==> config.mk <==
export PLATFORM = sky130hd
export DESIGN_NAME = pss_sequencer
export DESIGN_NICKNAME = d
export VERILOG_FILES = /design/src/rtl/pss_pkg.sv /design/src/rtl/pss_sync.sv /design/src/rtl/pss_timer.sv /design/src/rtl/pss_sequencer.sv
export SDC_FILE = /design/constraint.sdc
export NUM_CORES = 1
export LEC_CHECK = 0
export BUFFER_PORTS_ARGS = -buffer_cell sky130_fd_sc_hd__buf_2
export CORE_MARGIN = 10
export CORE_UTILIZATION = 28
export DETAILED_ROUTE_END_ITERATION = 10
export PLACE_DENSITY = 0.53
export SLEW_MARGIN = 20
export SYNTH_ARGS = -nofsm -noshare
export SYNTH_HDL_FRONTEND = slang
export SYNTH_SLANG_ARGS = --single-unit
==> constraint.sdc <==
create_clock -name clock_in -period 2.4 [get_ports clock_in]
set_input_delay 0.6 -clock clock_in [delete_from_list [all_inputs] [get_ports clock_in]]
set_output_delay 0.6 -clock clock_in [all_outputs]
set_load 0.01 [all_outputs]
==> src/rtl/pss_pkg.sv <==
// constants and types shared by the system sequencer files
package pss_pkg;
	// clock rate and reset period
	localparam longint PSS_CLOCK_HZ = 40000000;
	localparam int PSS_RESET_TIME_MS = 260;
	localparam int PSS_RESET_CYCLES = int'((PSS_CLOCK_HZ * PSS_RESET_TIME_MS) / 1000);
	// width of the reset period counter
	localparam int PSS_TIMER_W = 24;
	// startup variants
	typedef enum logic [1:0] {
		PSS_VAR_A = 2'h0,
		PSS_VAR_B = 2'h1,
		PSS_VAR_C = 2'h2
	} pss_variant_t;
	// sequencer states
	typedef enum logic [2:0] {
		PSS_OFF = 3'h0,
		PSS_RAMP = 3'h1,
		PSS_RESET = 3'h2,
		PSS_WAIT_HOST = 3'h3,
		PSS_ON = 3'h4
	} pss_state_t;
	// status bit positions: button state and button interrupt unmask
	localparam int PSS_BTN_STATE_BIT = 0;
	localparam int PSS_BTN_UNMASK_BIT = 1;
	// reset value of the button interrupt unmask bit
	localparam logic PSS_BTN_UNMASK_RST = 1'h1;
endpackage

==> src/rtl/pss_sync.sv <==
// two flip-flop synchroniser for a bundle of level inputs
`timescale 1ns/1ps
module pss_sync #(
	parameter int WIDTH = 1
) (
	input wire logic clock_in,
	input wire logic resetn_in,
	input wire logic [WIDTH-1:0] async_in,
	output logic [WIDTH-1:0] sync_out
);
	logic [WIDTH-1:0] stage_one; // read only by stage two
	logic [WIDTH-1:0] next_stage_one;
	logic [WIDTH-1:0] next_sync;
	// next values: plain shift
	always_comb
	begin
		next_stage_one = async_in;
		next_sync = stage_one;
	end
	// registers
	always_ff @(posedge clock_in or negedge resetn_in)
	begin
		if (!resetn_in)
		begin
			stage_one <= '0;
			sync_out <= '0;
		end
		else
		begin
			stage_one <= next_stage_one;
			sync_out <= next_sync;
		end
	end
endmodule // pss_sync

==> src/rtl/pss_timer.sv <==
// reset period down counter: start pulse, done level
`timescale 1ns/1ps
module pss_timer
	import pss_pkg::*;
#(
	parameter logic [PSS_TIMER_W-1:0] PERIOD = PSS_TIMER_W'(PSS_RESET_CYCLES)
) (
	input wire logic clock_in,
	input wire logic resetn_in,
	input wire logic start_in,
	output logic done_out
);
	logic [PSS_TIMER_W-1:0] count; // cycles left
	logic [PSS_TIMER_W-1:0] next_count;
	logic next_done;
	// a restart reloads even while running, so a held reset extends the period
	always_comb
	begin
		next_count = count;
		next_done = done_out;
		if (start_in)
		begin
			next_count = PERIOD;
			next_done = 1'b0;
		end
		else if (count > 1)
		begin
			next_count = count - 1'b1;
		end
		else if (count == 1)
		begin
			next_count = '0;
			next_done = 1'b1;
		end
	end
	// registers
	always_ff @(posedge clock_in or negedge resetn_in)
	begin
		if (!resetn_in)
		begin
			count <= '0;
			done_out <= 1'b0;
		end
		else
		begin
			count <= next_count;
			done_out <= next_done;
		end
	end
endmodule // pss_timer

==> src/rtl/pss_sequencer.sv <==
// system sequencer: startup order, host reset, button interrupt, thermal cutoff
`timescale 1ns/1ps
module pss_sequencer
	import pss_pkg::*;
#(
	parameter logic [PSS_TIMER_W-1:0] RESET_CYCLES = PSS_TIMER_W'(PSS_RESET_CYCLES),
	parameter pss_variant_t VARIANT = PSS_VAR_A
) (
	input wire logic clock_in,
	input wire logic resetn_in, // supply undervoltage reset
	input wire logic button_press_in, // pressed through the series resistor
	input wire logic button_short_in, // shorted straight to ground
	input wire logic enable_in_first,
	input wire logic enable_in_second,
	input wire logic enable_in_third,
	input wire logic enable_in_fourth,
	input wire logic buck_one_in_regulation_in,
	input wire logic buck_one_output_in_window_in,
	input wire logic over_temp_in, // hot flag with its own cool-down hysteresis
	input wire logic charger_input_supply_valid_in,
	input wire logic fault_in, // unmasked fault present
	input wire logic host_read_in, // one-cycle pulse on host register read
	input wire logic button_irq_unmask_in,
	output logic buck_one_en_out,
	output logic buck_two_en_out,
	output logic buck_three_en_out,
	output logic boost_backlight_en_out,
	output logic host_reset_out_n,
	output logic host_reset_oe_out,
	output logic host_irq_out_n,
	output logic host_irq_oe_out,
	output logic button_state_flag_out,
	output logic system_on_out
);
	////////////////////////////////////////////////////////////////////////
	// pin synchronisation
	// the button pin is asynchronous to the oscillator clock, so both of its
	// indications cross through two flip-flops before any decision reads them;
	// the cost is a two-cycle lag on every press, release and short
	logic [1:0] btn_sync; // [1] short, [0] press
	logic press;
	logic short_gnd;
	pss_sync #(.WIDTH(2)) u_btn_sync (
		.clock_in(clock_in),
		.resetn_in(resetn_in),
		.async_in({button_short_in, button_press_in}),
		.sync_out(btn_sync)
	);
	// a hard short also pulls through the resistor path, so it counts as a press
	assign press = btn_sync[0] | btn_sync[1];
	assign short_gnd = btn_sync[1];
	// other indications come from logic on this clock, so no synchroniser
	logic [3:0] enables;
	logic any_enable;
	// bit n of enables is the host's request for regulator n+1
	assign enables = {enable_in_fourth, enable_in_third, enable_in_second, enable_in_first};
	assign any_enable = |enables;

	////////////////////////////////////////////////////////////////////////
	// reset timer
	// one shared down counter serves the startup period, the period restarted
	// after an out-of-window expiry and the period that follows a hard short;
	// it is reloaded on any start pulse, so the last start always sets the end
	logic timer_start;
	logic timer_done;
	// the period length is a parameter so a bench may shorten it
	pss_timer #(.PERIOD(RESET_CYCLES)) u_timer (
		.clock_in(clock_in),
		.resetn_in(resetn_in),
		.start_in(timer_start),
		.done_out(timer_done)
	);

	////////////////////////////////////////////////////////////////////////
	// sequencer state
	// off: all regulators off, waiting for a start condition
	// ramp: buck one soft-starting, host reset held low
	// reset: host reset held low while the period runs
	// wait_host: reset released, button (or charger) must hold until the host claims
	// on: host owns the enables; the last enable dropping powers down
	pss_state_t state;
	pss_state_t next_state;
	logic [2:0] boot_en; // startup forced enables of the three bucks
	logic [2:0] next_boot_en;
	logic start_cond;
	logic hold_cond; // what keeps startup alive before the host takes over
	// start and hold conditions per variant; only the third variant lets a
	// valid charger input stand in for the button
	always_comb
	begin
		start_cond = press;
		hold_cond = press;
		if (VARIANT == PSS_VAR_C)
		begin
			start_cond = press | charger_input_supply_valid_in;
			hold_cond = press | charger_input_supply_valid_in;
		end
	end
	// next state and startup enables
	always_comb
	begin
		next_state = state;
		next_boot_en = boot_en;
		timer_start = 1'b0;
		case (state)
			PSS_OFF:
			begin
				next_boot_en = 3'h0;
				// a start while hot is refused; the thermal flag carries its own hysteresis
				if (start_cond && !over_temp_in)
				begin
					next_state = PSS_RAMP;
					if (VARIANT == PSS_VAR_B)
						next_boot_en = 3'h7;
					else
						next_boot_en = 3'h1;
				end
			end
			PSS_RAMP:
			begin
				// without button, charger or an enable the ramp is abandoned
				if (!hold_cond && !any_enable)
					next_state = PSS_OFF;
				else if (buck_one_in_regulation_in)
				begin
					next_state = PSS_RESET;
					timer_start = 1'b1;
					if (VARIANT == PSS_VAR_A)
						next_boot_en = 3'h7;
				end
			end
			PSS_RESET:
			begin
				// expiry with the output out of window restarts the period
				if (!hold_cond && !any_enable)
					next_state = PSS_OFF;
				else if (timer_done && buck_one_output_in_window_in)
					next_state = PSS_WAIT_HOST;
				else if (timer_done)
					timer_start = 1'b1;
			end
			PSS_WAIT_HOST:
			begin
				// host must take over while the button is held
				if (any_enable)
				begin
					next_state = PSS_ON;
					next_boot_en = 3'h0;
				end
				else if (!hold_cond)
					next_state = PSS_OFF;
			end
			PSS_ON:
			begin
				// the button no longer matters here; the host alone decides
				next_boot_en = 3'h0;
				if (!any_enable)
					next_state = PSS_OFF;
			end
			default:
			begin
				// unused codes fall back to off
				next_state = PSS_OFF;
				next_boot_en = 3'h0;
			end
		endcase
		// thermal cutoff overrides everything; restart waits for cool-down
		if (over_temp_in)
		begin
			next_state = PSS_OFF;
			next_boot_en = 3'h0;
		end
		// a hard short restarts the period and keeps restarting it while held
		if (short_gnd && state != PSS_OFF && !over_temp_in)
			timer_start = 1'b1;
	end
	// registers
	// undervoltage reset returns straight to off with all startup enables clear
	always_ff @(posedge clock_in or negedge resetn_in)
	begin
		if (!resetn_in)
		begin
			state <= PSS_OFF;
			boot_en <= 3'h0;
		end
		else
		begin
			state <= next_state;
			boot_en <= next_boot_en;
		end
	end

	////////////////////////////////////////////////////////////////////////
	// regulator enables and host reset
	// enables and reset level are worked out from next_state so that they land on
	// the same edge as the state change; this costs a longer combinational path
	// but keeps every output a plain flip-flop with no extra cycle of lag
	logic [3:0] next_reg_en;
	logic next_reset_n;
	// the hold flag outlives the short: it clears only on the first cycle after expiry with buck one in its window
	logic reset_hold; // short seen since last expiry
	logic next_reset_hold;
	logic alive;
	assign alive = (next_state != PSS_OFF);
	always_comb
	begin
		next_reg_en = 4'h0;
		if (alive)
			next_reg_en = enables | {1'b0, boot_en | next_boot_en};
		next_reset_hold = reset_hold;
		if (short_gnd)
			next_reset_hold = 1'b1;
		// a hard-reset release also waits for buck one to be back in its window
		else if (timer_done && !timer_start && buck_one_output_in_window_in)
			next_reset_hold = 1'b0;
		// low in startup, during a short and until the period ends in window
		next_reset_n = 1'b0;
		if ((next_state == PSS_WAIT_HOST || next_state == PSS_ON) && !next_reset_hold && !short_gnd)
			next_reset_n = 1'b1;
	end
	// output registers; the open-drain enables mirror the inverted level
	always_ff @(posedge clock_in or negedge resetn_in)
	begin
		if (!resetn_in)
		begin
			buck_one_en_out <= 1'b0;
			buck_two_en_out <= 1'b0;
			buck_three_en_out <= 1'b0;
			boost_backlight_en_out <= 1'b0;
			host_reset_out_n <= 1'b0;
			host_reset_oe_out <= 1'b1;
			reset_hold <= 1'b0;
			system_on_out <= 1'b0;
		end
		else
		begin
			buck_one_en_out <= next_reg_en[0];
			buck_two_en_out <= next_reg_en[1];
			buck_three_en_out <= next_reg_en[2];
			boost_backlight_en_out <= next_reg_en[3];
			host_reset_out_n <= next_reset_n;
			host_reset_oe_out <= ~next_reset_n; // open drain: drive only low
			reset_hold <= next_reset_hold;
			system_on_out <= alive;
		end
	end

	////////////////////////////////////////////////////////////////////////
	// interrupt and button status
	// the button part of the interrupt is a pure level and needs no clear;
	// the fault part is latched so a short fault is not lost before the host
	// gets round to reading; the unmask input only gates the button part
	logic fault_pend; // latched fault, cleared by host read
	logic next_fault_pend;
	logic next_irq_n;
	always_comb
	begin
		// a fault in the read cycle wins over the clear
		next_fault_pend = fault_pend;
		if (host_read_in)
			next_fault_pend = 1'b0;
		if (fault_in)
			next_fault_pend = 1'b1;
		// button part follows the pin level, so release clears it itself
		next_irq_n = !((press && button_irq_unmask_in) || next_fault_pend);
	end
	// interrupt, its drive enable and the button status bit
	always_ff @(posedge clock_in or negedge resetn_in)
	begin
		if (!resetn_in)
		begin
			fault_pend <= 1'b0;
			host_irq_out_n <= 1'b1;
			host_irq_oe_out <= 1'b0;
			button_state_flag_out <= 1'b0;
		end
		else
		begin
			fault_pend <= next_fault_pend;
			host_irq_out_n <= next_irq_n;
			host_irq_oe_out <= ~next_irq_n;
			button_state_flag_out <= press;
		end
	end
endmodule // pss_sequencer

==> results_dict.tcl <==
set metrics [dict create \
    synth_top_area_share 0.518 \
    io_buffers 23 \
    core_area_sq_um 7650 \
    status "finished, final reports clean" \
    cp-end-kind "register" \
    grt_overflow 0 \
    synth_seq_cells 47 \
    fin_nets 266 \
    wl_per_cell_microns 13.2 \
    crit_path_start_kind "register" \
    track_usage 0.0802 \
    setup_viol 0 \
    leakage_nw 1.12 \
    synth_cell_types 47 \
    synth_xor_area_frac 0.0684 \
    drive_above_1_share 0.232 \
    drt-vias-per-instance 4.59 \
    synth_area_leaders "dfrtp_1 (52%), nor2_1 (6.0%), xnor2_1 (5.2%)" \
    postLayoutCoreUtil 0.342 \
    cp.required_ps 2590 \
    crit_type "reg -> reg" \
    hp-class "reg -> reg" \
    num_vias 1614 \
    ant_nets 0 \
    yosys.area.top_type "dfrtp_1" \
    rsz0062_at_grt "no" \
    synth-edff-count 0 \
    synthMuxAreaShare 0.00460 \
    async_reset_ff_frac 1.00 \
    grt_pass1_wl_mm 7.62 \
    drt_wl_total_mm 4.63 \
    cts.clk_slew.worst_paths_ps 80 \
    worstPathArrival_ps 2540 \
    boundaryPins 25 \
    placedCellCount 341 \
    synth-compound-area-share 0.104 \
    initial_core_util 0.285 \
    cts_root_buf "clkbuf_8" \
    drc 0 \
    antenna_found_initial 0 \
    synth_top_family_by_area "simple AND/OR/NAND/NOR gates" \
    dr.pass1.iters 5 \
    syn_nets 228 \
    syn_to_final_growth_pct 20.2 \
    hpwl_mm 3.23 \
    syn_avg_cell_area_sq_um 10.3 \
    ys.flop_type "dfrtp_1" \
    drv_slew 0 \
    globalplace.congestion 0.761 \
    cts_tree "done" \
    row_count 32 \
    fin_crit_ps 2340 \
    grt_max_degree 48 \
    dieHeight_microns 108 \
    postCtsHoldBufs 0 \
    nFillCells 788 \
    cp_max_fo 4 \
    yosysWarnings 0 \
    die_area_sq_um 11700 \
    first_iter_violations 87 \
    clkSinkCount 47 \
    grt_pass1_vias 1619 \
    hold_viol 0 \
    synthAdderAreaFrac 0.0115 \
    syn-instance-count 211 \
    final_cells 352 \
    clkLatencyLatePin_ps 300 \
    p_per_area_nw_per_um2 834 \
    yosys.area_share.simple 0.246 \
    die_x_microns 108 \
    max_freq_mhz 427 \
    cts_made_buffers 5 \
    htree_levels 2 \
    clockBufferDepth 2 \
    final_common_cell "dfrtp_1" \
    seq_area_frac_synth 0.542 \
    synthesis.area_sq_um 2180 \
    ir_drop_mv 0.229 \
    fin_skew_ps 2.07 \
    tightestPinTransition_ps 671 \
    seq_area_sq_um 1180 \
    diodes 0 \
    fin_crit_sh 0.976 \
    final_cell_mix "dfrtp_1 (45), nor2_1 (35), buf_2 (23)" \
    relSlewSlack 0.550 \
    multiInputGateArea_sq_um 965 \
    maxCapViolCount 0 \
    tns_ps 0 \
]
-- through the flow --
stage	instance area [sq um]	power [mW]	setup slack [ps]	hold WS [ps]
final	2620	2.18	57.7	356
after global routing	2620	2.33	2.28	361
after CTS	2590	2.21	12.9	361
after detailed placement	2460	1.59	1.77	341
after global placement	2460	1.59	18.7	334
after floorplan	2180	1.41	29.9	304
-- kinds of logic after synthesis --
group                      count (synthesis)
xor gates and xnor gates                  17
DFF                                       47
AOI/OAI and AO/OA                         35
buffers and inverters                     12
muxes                                      1
and+or+nand+nor                           97
adders and majority gates                  2
-- cells in the mapped netlist (3+ instances only) --
cell type,count
nor2_1,35
dfrtp_1,45
nor3_1,11
o21ai_0,9
nor4_1,8
nand2_1,10
a21oi_1,10
clkbuf_1,3
xor2_1,4
or4_4,3
nand3_1,7
inv_1,8
xnor2_1,13
-- routing by layer --
| metal | wire (microns) | up-vias | global-route usage |
|---|---|---|---|
| met4 | 80 | 0 | 0.0372 |
| li1 | - | 815 | - |
| met3 | 182 | 6 | 0.0214 |
| met2 | 2110 | 24 | 0.125 |
| met1 | 2260 | 769 | 0.101 |
| met5 | 0 | - | 0 |
-- state kept, by name, summed over array words and instances (netlist names), 2 cells and up --
signal / cells
state: 3
u_btn_sync.next_sync: 2
u_btn_sync.sync_out: 2
u_timer.count: 24
boot_en: 3
-- critical path, stage by stage, from the launching register on --
cell	delay, ps
dfrtp_1	420
or4_4	560
or4_4	440
or4_4	570
or2b_1	190
a21oi_1	60
-- final timing paths --
path,from,cells after the start,slack (ps),end
setup / recovery,u_timer.count[16]$_DFFE_PN0P_,5,60,u_timer.count[1]$_DFFE_PN0P_
setup reg to reg,u_timer.count[16]$_DFFE_PN0P_,5,60,u_timer.count[1]$_DFFE_PN0P_
max in group asynchronous,resetn_in,2,1640,buck_three_en_out$_DFF_PN0_
hold / removal,u_btn_sync.next_sync[0]$_DFF_PN0_,0,360,u_btn_sync.sync_out[0]$_DFF_PN0_
hold reg to reg,u_btn_sync.next_sync[0]$_DFF_PN0_,0,360,u_btn_sync.sync_out[0]$_DFF_PN0_
min in group asynchronous,resetn_in,2,380,u_timer.count[22]$_DFFE_PN0P_
-- repair_timing --
item | 4_1_cts | 5_1_grt
setup endpoints to repair | 12 | 16
cloned | 0 | 1
resized for setup | 1 | 0
setup buffers | 0 | 2
pin swaps | 0 | 1
-- power breakdown --
part | total [mW] | switching, mW | internal [mW]
Clock | 0.600 | 0.263 | 0.337
Sequential | 1.04 | 0.127 | 0.912
Combinational | 0.544 | 0.301 | 0.243
Total | 2.18 | 0.691 | 1.49
-- final cells by class --
cell class / instances / share of cell area
inverters: 8 / 0.0115
clock buffers: 6 / 0.0316
repair buffers: 34 / 0.0756
well taps: 102 / 0.0488
flip-flops and latches: 47 / 0.451
clock inverters: 2 / 0.0134
multi-input cells: 153 / 0.369
Note: power is estimated with default switching activity, not from simulation.
